## config.mk

```make
export PLATFORM = sky130hd
export DESIGN_NAME = tfcr_regs
export DESIGN_NICKNAME = d
export VERILOG_FILES = /design/src/tfcr_pkg.sv /design/src/tfcr_timer_if.sv /design/src/tfcr_duration_timer.sv /design/src/tfcr_regs.sv
export SDC_FILE = /design/constraint.sdc
export NUM_CORES = 1
export LEC_CHECK = 0
export ABC_AREA = 1
export ABC_CLOCK_PERIOD_IN_PS = 2700
export CAP_MARGIN = 20
export CORE_UTILIZATION = 55
export CTS_BUF_LIST = sky130_fd_sc_hd__clkbuf_16
export CTS_CLUSTER_DIAMETER = 50
export CTS_CLUSTER_SIZE = 25
export DETAILED_ROUTE_END_ITERATION = 6
export DONT_BUFFER_PORTS = 1
export PLACE_DENSITY = 0.7
export SLEW_MARGIN = 0
export SYNTH_ARGS = -nofsm -noshare
export SYNTH_HDL_FRONTEND = slang
export SYNTH_SLANG_ARGS = --single-unit
```

## constraint.sdc

```tcl
create_clock -name aclk -period 2.7 [get_ports aclk]
set_clock_uncertainty 0.15 [all_clocks]
set_input_delay 0.135 -clock aclk [delete_from_list [all_inputs] [get_ports aclk]]
set_output_delay 0.135 -clock aclk [all_outputs]
set_load 0.005 [all_outputs]
```

## src/tfcr_pkg.sv

```systemverilog
// Purpose: shared constants for the thermal and fan configuration bank
// Assumes: 32-bit AXI4-Lite data, registers in the low byte of each word
// Notes: byte address of a register is four times its index
package tfcr_pkg;

  // ***************************************************************
  // bus geometry
  // ***************************************************************
  localparam int ADDR_W = 9;
  localparam int DATA_W = 32;
  localparam int IDX_W = 7;
  localparam int IDX_LSB = 2;
  localparam logic [1:0] RESP_OKAY = 2'h0;
  localparam logic [1:0] RESP_SLVERR = 2'h2;

  // ***************************************************************
  // register indices
  // ***************************************************************
  localparam logic [IDX_W-1:0] IDX_CTRL = 7'h40;
  localparam logic [IDX_W-1:0] IDX_STAT2 = 7'h42;
  localparam logic [IDX_W-1:0] IDX_MASK2 = 7'h75;
  localparam logic [IDX_W-1:0] IDX_TSTAT = 7'h79;
  localparam logic [IDX_W-1:0] IDX_LIMIT = 7'h7a;
  localparam logic [IDX_W-1:0] IDX_PULSE = 7'h7b;
  localparam logic [IDX_W-1:0] IDX_CFG4 = 7'h7d;
  localparam logic [IDX_W-1:0] IDX_TESTA = 7'h7e;
  localparam logic [IDX_W-1:0] IDX_TESTB = 7'h7f;

  // ***************************************************************
  // reset values and field layout
  // ***************************************************************
  localparam logic [7:0] RST_ZERO = 8'h00;
  localparam logic [7:0] RST_PULSE = 8'h55;
  localparam logic [7:0] RST_TEST = 8'h00;
  localparam logic [7:0] CFG4_WMASK = 8'h0d;
  localparam logic [7:0] CTRL_WMASK = 8'h03;
  localparam logic [7:0] CTRL_LOCK_MASK = 8'h01;
  localparam int CTRL_LOCK_BIT = 0;
  localparam int CTRL_T4_THERMAL_ALARM_PIN_BIT = 1;
  localparam int CFG4_ALERT_BIT = 0;
  localparam int CFG4_THR_LSB = 2;
  localparam int TMR_EVT_BIT = 5;
  localparam int TSTAT_SEEN_BIT = 0;
  localparam int NUM_TACH = 4;
  localparam int PULSE_W = 2;
  localparam logic [2:0] PULSES_RST = 3'h2;
  localparam logic [7:0] COUNT_MAX = 8'hff;

  // ***************************************************************
  // timing
  // ***************************************************************
  localparam real TICK_MS = 22.76;
  localparam real CLK_PERIOD_NS = 10.0;
  localparam int TICK_CYCLES_DEF = int'(TICK_MS * 1.0e6 / CLK_PERIOD_NS);

endpackage : tfcr_pkg

```

## src/tfcr_timer_if.sv

```systemverilog
// Purpose: carries the duration timer's controls and results
// Assumes: both ends on aclk
// Notes: ctrl end is the register bank, timer end the counter
`timescale 1ns/1ps
`default_nettype none
interface tfcr_timer_if;
  logic asserted;
  logic [7:0] limit;
  logic rd_clear;
  logic [7:0] count;
  logic seen;
  logic limit_evt;
  modport ctrl (output asserted, limit, rd_clear,
                input count, seen, limit_evt);
  modport timer (input asserted, limit, rd_clear,
                 output count, seen, limit_evt);
endinterface : tfcr_timer_if
`default_nettype wire

```

## src/tfcr_duration_timer.sv

```systemverilog
// Purpose: measures thermal-alarm assertion time in ticks, flags overrun
// Assumes: asserted is already synchronised and filtered
// Notes: tick divider restarts at each assertion
`timescale 1ns/1ps
`default_nettype none
module tfcr_duration_timer #(
  parameter int TICK_CYCLES = tfcr_pkg::TICK_CYCLES_DEF
) (
  input wire logic aclk,
  input wire logic aresetn,
  input wire logic ce,
  tfcr_timer_if.timer tif
);
  import tfcr_pkg::*;

  localparam int TW = $clog2(TICK_CYCLES + 1);
  localparam logic [TW-1:0] TICK_LAST = TW'(TICK_CYCLES - 1);

  if (TICK_CYCLES < 1)
  begin : g_bad_tick
    $error("tick period must be at least one cycle");
  end

  logic [TW-1:0] tick_cnt_reg;
  logic asserted_d_reg;
  logic [7:0] ep_cnt_reg;
  logic fired_reg;
  logic [7:0] count_reg;
  logic seen_reg;
  logic evt_reg;
  logic rise;
  logic tick;
  logic fired_eff;
  logic [7:0] ep_base;
  logic [7:0] ep_inc;
  logic fire;

  assign rise = tif.asserted && !asserted_d_reg;
  assign tick = tif.asserted && (tick_cnt_reg == TICK_LAST);
  assign fired_eff = rise ? 1'b0 : fired_reg;
  assign ep_base = rise ? RST_ZERO : ep_cnt_reg;
  assign ep_inc = (ep_base == COUNT_MAX) ? COUNT_MAX : ep_base + 8'h01;
  // zero limit fires on the assertion itself
  assign fire = tif.asserted && !fired_eff &&
                ((tif.limit == RST_ZERO) ||
                 (tick && (ep_inc > tif.limit)));

  // ***************************************************************
  // tick divider and episode tracking
  // ***************************************************************
  always_ff @(posedge aclk)
  begin
    if (!aresetn)
    begin
      tick_cnt_reg <= '0;
      asserted_d_reg <= 1'b0;
    end
    else if (ce)
    begin
      asserted_d_reg <= tif.asserted;
      if (!tif.asserted || tick)
        tick_cnt_reg <= '0;
      else
        tick_cnt_reg <= tick_cnt_reg + 1'b1;
    end
  end

  // one flag per episode: limit 0xff can never be exceeded
  always_ff @(posedge aclk)
  begin
    if (!aresetn)
    begin
      ep_cnt_reg <= RST_ZERO;
      fired_reg <= 1'b0;
      evt_reg <= 1'b0;
    end
    else if (ce)
    begin
      ep_cnt_reg <= tick ? ep_inc : ep_base;
      fired_reg <= fired_eff || fire;
      evt_reg <= fire;
    end
  end

  // ***************************************************************
  // software-visible accumulated time, read clears, set wins
  // ***************************************************************
  always_ff @(posedge aclk)
  begin
    if (!aresetn)
    begin
      count_reg <= RST_ZERO;
      seen_reg <= 1'b0;
    end
    else if (ce)
    begin
      if (tick)
        count_reg <= tif.rd_clear ? 8'h01 :
                     (count_reg == COUNT_MAX) ? COUNT_MAX :
                     count_reg + 8'h01;
      else if (tif.rd_clear)
        count_reg <= RST_ZERO;
      if (rise)
        seen_reg <= 1'b1;
      else if (tif.rd_clear)
        seen_reg <= 1'b0;
    end
  end

  assign tif.count = count_reg;
  assign tif.seen = seen_reg;
  assign tif.limit_evt = evt_reg;
endmodule : tfcr_duration_timer
`default_nettype wire

```

## src/tfcr_regs.sv

```systemverilog
// Purpose: thermal limit, tach pulse select, pin config and test registers
// Assumes: AXI4-Lite master, one write and one read outstanding at most
// Notes: only byte lane 0 carries register data
`timescale 1ns/1ps
`default_nettype none
// Summary of operation
// - eight-bit read/write assertion limit, 22.76 ms per count
// - exceeding the limit sets bit 5 of interrupt status two
// - a zero limit raises the flag as soon as the alarm asserts
// - two-bit field per tach channel selects one to four pulses
// - pulse select register resets to 0x55, two pulses each
// - config four bit 0 picks alert output or 2.5 V input
// - config four bits 3:2 pick the 2-wire fan input threshold
// - with lock set, writes to config four are silently ignored
// - both test registers read zero and ignore writes
// - config four bit 1 reserved read-only, bits 7:4 unused
// - timer status lsb set on assertion, cleared by its read
// - fan-4 mask bit masks timer events when tach_input_ch4 is the alarm
module tfcr_regs #(
  parameter int TICK_CYCLES = tfcr_pkg::TICK_CYCLES_DEF
) (
  input wire logic aclk,
  input wire logic aresetn,
  input wire logic ce,
  input wire logic [tfcr_pkg::ADDR_W-1:0] s_axi_awaddr,
  input wire logic s_axi_awvalid,
  output logic s_axi_awready,
  input wire logic [tfcr_pkg::DATA_W-1:0] s_axi_wdata,
  input wire logic [3:0] s_axi_wstrb,
  input wire logic s_axi_wvalid,
  output logic s_axi_wready,
  output logic [1:0] s_axi_bresp,
  output logic s_axi_bvalid,
  input wire logic s_axi_bready,
  input wire logic [tfcr_pkg::ADDR_W-1:0] s_axi_araddr,
  input wire logic s_axi_arvalid,
  output logic s_axi_arready,
  output logic [tfcr_pkg::DATA_W-1:0] s_axi_rdata,
  output logic [1:0] s_axi_rresp,
  output logic s_axi_rvalid,
  input wire logic s_axi_rready,
  input wire logic thermal_alarm_pin_n,
  output logic irq,
  output logic alert_out_n,
  output logic alert_oe,
  output logic alert_pin_function_select,
  output logic [1:0] two_wire_input_threshold,
  output logic [tfcr_pkg::NUM_TACH-1:0][2:0] tach_pulse_count
);
  import tfcr_pkg::*;

  if (TICK_CYCLES < 2)
  begin : g_bad_tick
    $error("tick period too short for the duration timer");
  end

  function automatic logic idx_mapped(input logic [IDX_W-1:0] idx);
    logic hit;
    hit = 1'b0;
    case (idx)
      IDX_CTRL, IDX_STAT2, IDX_MASK2, IDX_TSTAT, IDX_LIMIT,
      IDX_PULSE, IDX_CFG4, IDX_TESTA, IDX_TESTB: hit = 1'b1;
      default: hit = 1'b0;
    endcase
    return hit;
  endfunction : idx_mapped

  function automatic logic [2:0] pulses_of(input logic [PULSE_W-1:0] code);
    return {1'b0, code} + 3'h1;
  endfunction : pulses_of

  // ***************************************************************
  // alarm input: three flops, a change counts when two and three agree
  // ***************************************************************
  logic sync1_reg, sync2_reg, sync3_reg, alarm_reg;
  always_ff @(posedge aclk)
  begin
    if (!aresetn)
    begin
      sync1_reg <= 1'b0;
      sync2_reg <= 1'b0;
      sync3_reg <= 1'b0;
      alarm_reg <= 1'b0;
    end
    else if (ce)
    begin
      sync1_reg <= !thermal_alarm_pin_n;
      sync2_reg <= sync1_reg;
      sync3_reg <= sync2_reg;
      if (sync2_reg == sync3_reg)
        alarm_reg <= sync3_reg;
    end
  end

  // ***************************************************************
  // register storage
  // ***************************************************************
  logic [7:0] limit_reg, pulse_reg, cfg4_reg, mask_reg, ctrl_reg;
  logic [7:0] stat_reg, stat_next;
  logic aw_have_reg, w_have_reg, awready_reg, wready_reg;
  logic [ADDR_W-1:0] awaddr_hold_reg;
  logic [7:0] wdata_hold_reg;
  logic wlane0_hold_reg;
  logic bvalid_reg, arready_reg, rvalid_reg;
  logic [1:0] bresp_reg, rresp_reg;
  logic [DATA_W-1:0] rdata_reg;
  logic wr_fire, wr_en, ar_take, stat_rd, evt, locked;
  logic [IDX_W-1:0] wr_idx, rd_idx;

  tfcr_timer_if tif ();

  assign wr_idx = awaddr_hold_reg[IDX_LSB +: IDX_W];
  assign rd_idx = s_axi_araddr[IDX_LSB +: IDX_W];
  assign wr_fire = aw_have_reg && w_have_reg && !bvalid_reg;
  assign wr_en = wr_fire && wlane0_hold_reg;
  assign ar_take = s_axi_arvalid && arready_reg;
  assign stat_rd = ar_take && (rd_idx == IDX_STAT2);
  assign locked = ctrl_reg[CTRL_LOCK_BIT];
  assign evt = tif.limit_evt;

  // the timer sees the alarm only while tach_input_ch4 serves as its input
  assign tif.asserted = alarm_reg && ctrl_reg[CTRL_T4_THERMAL_ALARM_PIN_BIT];
  assign tif.limit = limit_reg;
  assign tif.rd_clear = ar_take && (rd_idx == IDX_TSTAT);

  tfcr_duration_timer #(
    .TICK_CYCLES(TICK_CYCLES)
  ) u_timer (
    .aclk(aclk),
    .aresetn(aresetn),
    .ce(ce),
    .tif(tif.timer)
  );

  always_ff @(posedge aclk)
  begin
    if (!aresetn)
    begin
      limit_reg <= RST_ZERO;
      pulse_reg <= RST_PULSE;
      mask_reg <= RST_ZERO;
    end
    else if (ce && wr_en)
    begin
      if (wr_idx == IDX_LIMIT)
        limit_reg <= wdata_hold_reg;
      if (wr_idx == IDX_PULSE)
        pulse_reg <= wdata_hold_reg;
      if (wr_idx == IDX_MASK2)
        mask_reg <= wdata_hold_reg;
    end
  end

  // lock is sticky until reset; reserved bits never store
  always_ff @(posedge aclk)
  begin
    if (!aresetn)
    begin
      cfg4_reg <= RST_ZERO;
      ctrl_reg <= RST_ZERO;
    end
    else if (ce && wr_en)
    begin
      if (wr_idx == IDX_CFG4 && !locked)
        cfg4_reg <= wdata_hold_reg & CFG4_WMASK;
      if (wr_idx == IDX_CTRL)
        ctrl_reg <= (wdata_hold_reg & CTRL_WMASK) |
                    (ctrl_reg & CTRL_LOCK_MASK);
    end
  end

  // ***************************************************************
  // interrupt status, mask and outputs
  // ***************************************************************
  always_comb
  begin
    stat_next = stat_reg;
    if (stat_rd)
      stat_next = RST_ZERO;
    if (evt)
      stat_next[TMR_EVT_BIT] = 1'b1;
  end

  always_ff @(posedge aclk)
  begin
    if (!aresetn)
    begin
      stat_reg <= RST_ZERO;
      irq <= 1'b0;
      alert_out_n <= 1'b1;
      alert_oe <= 1'b0;
    end
    else if (ce)
    begin
      stat_reg <= stat_next;
      irq <= |(stat_next & ~mask_reg);
      alert_out_n <= !(cfg4_reg[CFG4_ALERT_BIT] &&
                       |(stat_next & ~mask_reg));
      alert_oe <= cfg4_reg[CFG4_ALERT_BIT];
    end
  end

  assign alert_pin_function_select = cfg4_reg[CFG4_ALERT_BIT];
  assign two_wire_input_threshold = cfg4_reg[CFG4_THR_LSB +: 2];

  logic [NUM_TACH-1:0][2:0] pulses_next;
  logic [NUM_TACH-1:0][2:0] pulses_reg;
  for (genvar g = 0; g < NUM_TACH; g++)
  begin : g_tach
    assign pulses_next[g] = pulses_of(pulse_reg[g*PULSE_W +: PULSE_W]);
  end

  always_ff @(posedge aclk)
  begin
    if (!aresetn)
      pulses_reg <= {NUM_TACH{PULSES_RST}};
    else if (ce)
      pulses_reg <= pulses_next;
  end
  assign tach_pulse_count = pulses_reg;

  // ***************************************************************
  // AXI4-Lite write channels
  // ***************************************************************
  always_ff @(posedge aclk)
  begin
    if (!aresetn)
    begin
      aw_have_reg <= 1'b0;
      awready_reg <= 1'b0;
      awaddr_hold_reg <= '0;
    end
    else if (ce)
    begin
      if (s_axi_awvalid && awready_reg)
      begin
        aw_have_reg <= 1'b1;
        awaddr_hold_reg <= s_axi_awaddr;
        awready_reg <= 1'b0;
      end
      else if (wr_fire)
      begin
        aw_have_reg <= 1'b0;
        awready_reg <= 1'b1;
      end
      else if (!aw_have_reg)
        awready_reg <= 1'b1;
    end
  end

  always_ff @(posedge aclk)
  begin
    if (!aresetn)
    begin
      w_have_reg <= 1'b0;
      wready_reg <= 1'b0;
      wdata_hold_reg <= RST_ZERO;
      wlane0_hold_reg <= 1'b0;
    end
    else if (ce)
    begin
      if (s_axi_wvalid && wready_reg)
      begin
        w_have_reg <= 1'b1;
        wdata_hold_reg <= s_axi_wdata[7:0];
        wlane0_hold_reg <= s_axi_wstrb[0];
        wready_reg <= 1'b0;
      end
      else if (wr_fire)
      begin
        w_have_reg <= 1'b0;
        wready_reg <= 1'b1;
      end
      else if (!w_have_reg)
        wready_reg <= 1'b1;
    end
  end

  // writes to read-only words are accepted and dropped
  always_ff @(posedge aclk)
  begin
    if (!aresetn)
    begin
      bvalid_reg <= 1'b0;
      bresp_reg <= RESP_OKAY;
    end
    else if (ce)
    begin
      if (wr_fire)
      begin
        bvalid_reg <= 1'b1;
        bresp_reg <= idx_mapped(wr_idx) ? RESP_OKAY : RESP_SLVERR;
      end
      else if (bvalid_reg && s_axi_bready)
        bvalid_reg <= 1'b0;
    end
  end

  // ***************************************************************
  // AXI4-Lite read channels
  // ***************************************************************
  logic [7:0] rd_byte;
  always_comb
  begin
    rd_byte = RST_ZERO;
    case (rd_idx)
      IDX_CTRL: rd_byte = ctrl_reg;
      IDX_STAT2: rd_byte = stat_reg;
      IDX_MASK2: rd_byte = mask_reg;
      IDX_TSTAT: rd_byte = {tif.count[7:1],
                            tif.seen | tif.count[TSTAT_SEEN_BIT]};
      IDX_LIMIT: rd_byte = limit_reg;
      IDX_PULSE: rd_byte = pulse_reg;
      IDX_CFG4: rd_byte = cfg4_reg;
      IDX_TESTA: rd_byte = RST_TEST;
      IDX_TESTB: rd_byte = RST_TEST;
      default: rd_byte = RST_ZERO;
    endcase
  end

  always_ff @(posedge aclk)
  begin
    if (!aresetn)
    begin
      rvalid_reg <= 1'b0;
      arready_reg <= 1'b0;
      rdata_reg <= '0;
      rresp_reg <= RESP_OKAY;
    end
    else if (ce)
    begin
      if (ar_take)
      begin
        rvalid_reg <= 1'b1;
        arready_reg <= 1'b0;
        rdata_reg <= {{(DATA_W-8){1'b0}}, rd_byte};
        rresp_reg <= idx_mapped(rd_idx) ? RESP_OKAY : RESP_SLVERR;
      end
      else if (rvalid_reg && s_axi_rready)
      begin
        rvalid_reg <= 1'b0;
        arready_reg <= 1'b1;
      end
      else if (!rvalid_reg)
        arready_reg <= 1'b1;
    end
  end

  assign s_axi_awready = awready_reg;
  assign s_axi_wready = wready_reg;
  assign s_axi_bvalid = bvalid_reg;
  assign s_axi_bresp = bresp_reg;
  assign s_axi_arready = arready_reg;
  assign s_axi_rvalid = rvalid_reg;
  assign s_axi_rdata = rdata_reg;
  assign s_axi_rresp = rresp_reg;
endmodule : tfcr_regs
`default_nettype wire

```

==> metrics.md <==
| Metric | Value |
|---|---|
| Num CTS Buffers | 17 |
| Critical Setup Path Class | reg -> reg |
| Global route hottest layer | met2 |
| Row count | 39 |
| Path class of the lowest-slack min-delay path | in -> reg |
| CTS root buffer | sky130_fd_sc_hd__clkbuf_16 |
| Die Y-Extent | 111 um |
| Launching element type of the critical path | flip-flop |
| TritonCTS clock tree | yes |
| Number of iterations in the first detailed-routing pass | 7 |
| Number of nets in the layout | 998 |
| Number of I/O port buffers | 0 |
| First-pass GRT wire length | 26,100 um |
| Power per unit of standard cell area | 580 nW/um^2 |
| Buffer depth of the longest clock path | 2 |
| Area taken by flip-flops and latches | 2630 um^2 |
| Area of the core region | 11,500 um^2 |
| Number of antenna cells inserted | 0 |
| Start of the worst register-to-register path | u_timer.asserted_d_reg |
| Share of power burned in the clock network | 49.5% |
| Pin count of the biggest net entering global routing | 52 |
| Finished Core Util | 64.8% |
| DRC errors left | 14 |
| Int Pwr | 0.00336 W |
| Register area share after synthesis | 39.9% |
| Fmax | 0.396 GHz |
| Fill cell instance count of the final layout | 1,004 |
| Antenna violations before repair | 0 |
| Ys Warns | 0 |
| Portion of netlist area occupied by mux cells | 0% |
| Net switching share of the total power | 22.3% |
| Hold Crit Endpoint | s_axi_rdata[4] |
| Overall track demand over capacity in global routing | 26.4% |
| Met1 usage in global routing | 34.2% |
| Share of layout cells above drive strength 1 | 10.3% |
| Flip-flop count of the largest register after layout | 22 |
| Number of flops mapped to enable cells by yosys | 0 |
| Area growth from synthesis to final layout | 13.4% |
| Detailed-route wire length per cell | 14.8 um |
| Worst hold stages | 6 |
| GR met2 Demand/Resource | 42.5% |
| CTS clock-pin slew for the worst setup and hold paths | 0.05 ns |
| Part of the power in registers | 46.0% |
| Total clock sinks | 131 |
| Top-Level Pins | 122 |
| Weighted congestion reported at the end of routability-driven placement | 0.931 |
| Flops & latches, synth | 131 |
| Worst reg2reg path depth | 20 |
| Largest cells by area after synthesis | sky130_fd_sc_hd__dfxtp_1 40%, sky130_fd_sc_hd__nand2_1 9.9%, sky130_fd_sc_hd__a21oi_1 5.7% |
| Design Power | 0.00432 W |
| Met3 Track Usage GR | 8.06% |
| Post-Syn Area per Cell | 7.36 um^2 |
| Required arrival time at the worst endpoint | 2.86 ns |
| Most frequent cell after synthesis | sky130_fd_sc_hd__nand2_1 |
| Number of max-cap violations | 0 |
| Post-DRT Antenna Nets | 0 |
| Starting density of the core | 57.1% |
| Fraction of the mapped netlist area in compound gates | 16.4% |
| Synth cell types | 49 |
| Prevailing post-synth register cell | sky130_fd_sc_hd__dfxtp_1 |
| Multi-input gate area in the final layout | 3350 um^2 |
| Final number of setup-violating endpoints | 0 |
| Via-per-instance ratio | 5.42 |
| Combinational family with the most area after synthesis | simple AND/OR/NAND/NOR gates |
| Share of the synthesized netlist area taken by xor and xnor gates | 1.60% |
| Post-synthesis share of cell area spent on and, or, nand and nor gates | 28.0% |
| Leakage power summed over all cells | 3.04 nW |
| Maximum fanout along the worst path | 10 |
| Total standard cell area after synthesis | 6580 um^2 |
| Vias in the first global route | 5,498 |
| Total grt overflow | 0 |
| Max_slew headroom | 53.5% |
| Flop-to-flop setup slack | 0.18 ns |
| Post-DP HPWL | 11,200 um |
| Asr flop ratio synth | 0% |
| Kind of end point of the critical path | flip-flop |
| Violations in the final reports | DRC |
| Worst reg2reg path endpoint | u_timer.tif.limit_evt |
| Most frequent cells after synthesis | 174 x sky130_fd_sc_hd__nand2_1, 131 x sky130_fd_sc_hd__dfxtp_1, 98 x sky130_fd_sc_hd__nor2_1, 97 x sky130_fd_sc_hd__inv_1, 75 x sky130_fd_sc_hd__a21oi_1 |
| Largest vdd supply drop | 433 uV |
| Crit path time final | 2.52 ns |
| Number of standard cells after synthesis | 894 |
| Status | finished with violations |
| Total wire length after detailed routing | 15,900 um |
| Dominant cell type by area after synthesis | sky130_fd_sc_hd__dfxtp_1 |
| Switching component of the power | 0.000965 W |
| Count of final max-slew check failures | 0 |
| Iteration-0 DRC Markers | 353 |
| Clock latency at the later pin of the worst-skew pair | 0.42 ns |
| Post-route clock period utilization | 93.4% |
| Count of H-tree levels built during CTS | 4 |
| Via Count | 5,820 |
| Area share of the leading cell type in the synthesized netlist | 39.9% |
| Final Hold Viols | 0 |
| Adder-cell share of the synthesized area | 2.85% |
| Measured slew at the worst slew-check pin | 0.696 ns |
| Total Die Area | 12,400 um^2 |
| Comb power frac | 4.4% |
| CP arrival | 2.68 ns |
| Floorplan die width | 111 um |
| Start point of the worst min-delay path | s_axi_araddr[5] |
-- critical path: stages, from the launching register on --
cell                      delay (ns)
sky130_fd_sc_hd__dfxtp_2        0.35
sky130_fd_sc_hd__inv_1          0.05
sky130_fd_sc_hd__nand3_2        0.07
sky130_fd_sc_hd__buf_4          0.19
sky130_fd_sc_hd__nand2_1        0.14
sky130_fd_sc_hd__nor2_2         0.17
sky130_fd_sc_hd__nand2_1        0.08
sky130_fd_sc_hd__nor2_2         0.16
sky130_fd_sc_hd__nor2_1         0.09
sky130_fd_sc_hd__inv_1          0.07
sky130_fd_sc_hd__ha_1           0.24
sky130_fd_sc_hd__nand2_1        0.07
sky130_fd_sc_hd__inv_1          0.05
sky130_fd_sc_hd__o21ai_1        0.09
sky130_fd_sc_hd__nand2_1        0.06
sky130_fd_sc_hd__nand2_1        0.05
sky130_fd_sc_hd__nand2_1        0.06
sky130_fd_sc_hd__nand3_2        0.06
sky130_fd_sc_hd__nand2_1        0.05
sky130_fd_sc_hd__nand2_1        0.07
sky130_fd_sc_hd__a21oi_1        0.06
-- worst max path at each step --
stage                                start                    end  slack (ns)
global route        u_timer.asserted_d_reg  u_timer.tif.limit_evt       -0.03
detailed placement  u_timer.asserted_d_reg  u_timer.tif.limit_evt        0.08
CTS                 u_timer.asserted_d_reg  u_timer.tif.limit_evt        0.06
finish              u_timer.asserted_d_reg  u_timer.tif.limit_evt        0.18
floorplan           u_timer.asserted_d_reg      u_timer.fired_reg        0.26
global placement    u_timer.asserted_d_reg  u_timer.tif.limit_evt        0.21
-- placed cells by master, fill, tap and decap left out, drive strengths merged, types with 3 or more instances in the layout --
| master | n |
|---|---|
| o21ai | 68 |
| inv | 105 |
| a211oi | 17 |
| clkbuf | 17 |
| a21oi | 78 |
| clkinvlp | 5 |
| nor3 | 28 |
| nor2 | 113 |
| dlygate4sd3 | 27 |
| nor4 | 4 |
| o211ai | 8 |
| nand3 | 47 |
| o22ai | 8 |
| nand2 | 181 |
| nand4 | 10 |
| dfxtp | 131 |
| xor2 | 7 |
| buf | 8 |
| xnor2 | 5 |
| ha | 15 |
| nor3b | 3 |
| conb | 26 |
| clkinv | 6 |
| nand3b | 3 |
-- layer usage --
metal  wire length, um  share of wire [%]  vias to the layer above
li1                  -                  -                     2954
met1              7210                 45                     2655
met3              1130                7.1                       22
met4               252                1.6                        0
met2              7280                 46                      189
met5                 0                  0                        -
-- final cells by class --
cell class                      count  area share, %
Sequential cell                   131           35.2
Multi-Input combinational cell    630           44.9
Clock buffer                       17           5.70
Timing Repair Buffer               35           4.77
Tap cell                          143           2.40
Clock inverter                     13           1.64
Inverter                          105           5.40
-- power by group through the flow --
stage	clock network, W	registers (W)	logic, W
6_report	0.00214	0.00199	0.000191
2_1_floorplan	0	0.00202	0.000150
4_1_cts	0.00216	0.00199	0.000188
3_3_place_gp	0	0.00203	0.000128
3_5_place_dp	0	0.00203	0.000132
5_1_grt	0.00226	0.00199	0.000214
-- cell families after synthesis --
family / Yosys count
flip-flops: 131
other: 1
buffers and inverters: 158
XOR/XNOR: 12
AO/OA/AOI/OAI: 188
adder cells (fa/ha/maj): 15
AND/OR/NAND/NOR: 389
-- metrics by stage --
step | cell area, um^2 | worst slack (ns) | setup TNS [ns] | std cells | hold slack, ns
global placement | 6560 | 0.212 | 0 | 1015 | 0.0756
global route | 7460 | -0.0347 | -0.0598 | 1074 | 0.0747
floorplan | 6670 | 0.257 | 0 | 919 | 0.0791
detailed placement | 6560 | 0.0788 | 0 | 1015 | 0.0786
CTS | 7410 | 0.0564 | 0 | 1074 | 0.0156
finish | 7460 | 0.177 | 0 | 1074 | 0.0250
-- what timing repair did --
item	in CTS	in global routing
resized for setup	0	12
buffers inserted	0	0
endpoints found under the hold margin	106	0
endpoints found under the setup margin	0	3
hold buffers	29	0
(Power assumes the default switching activity.)
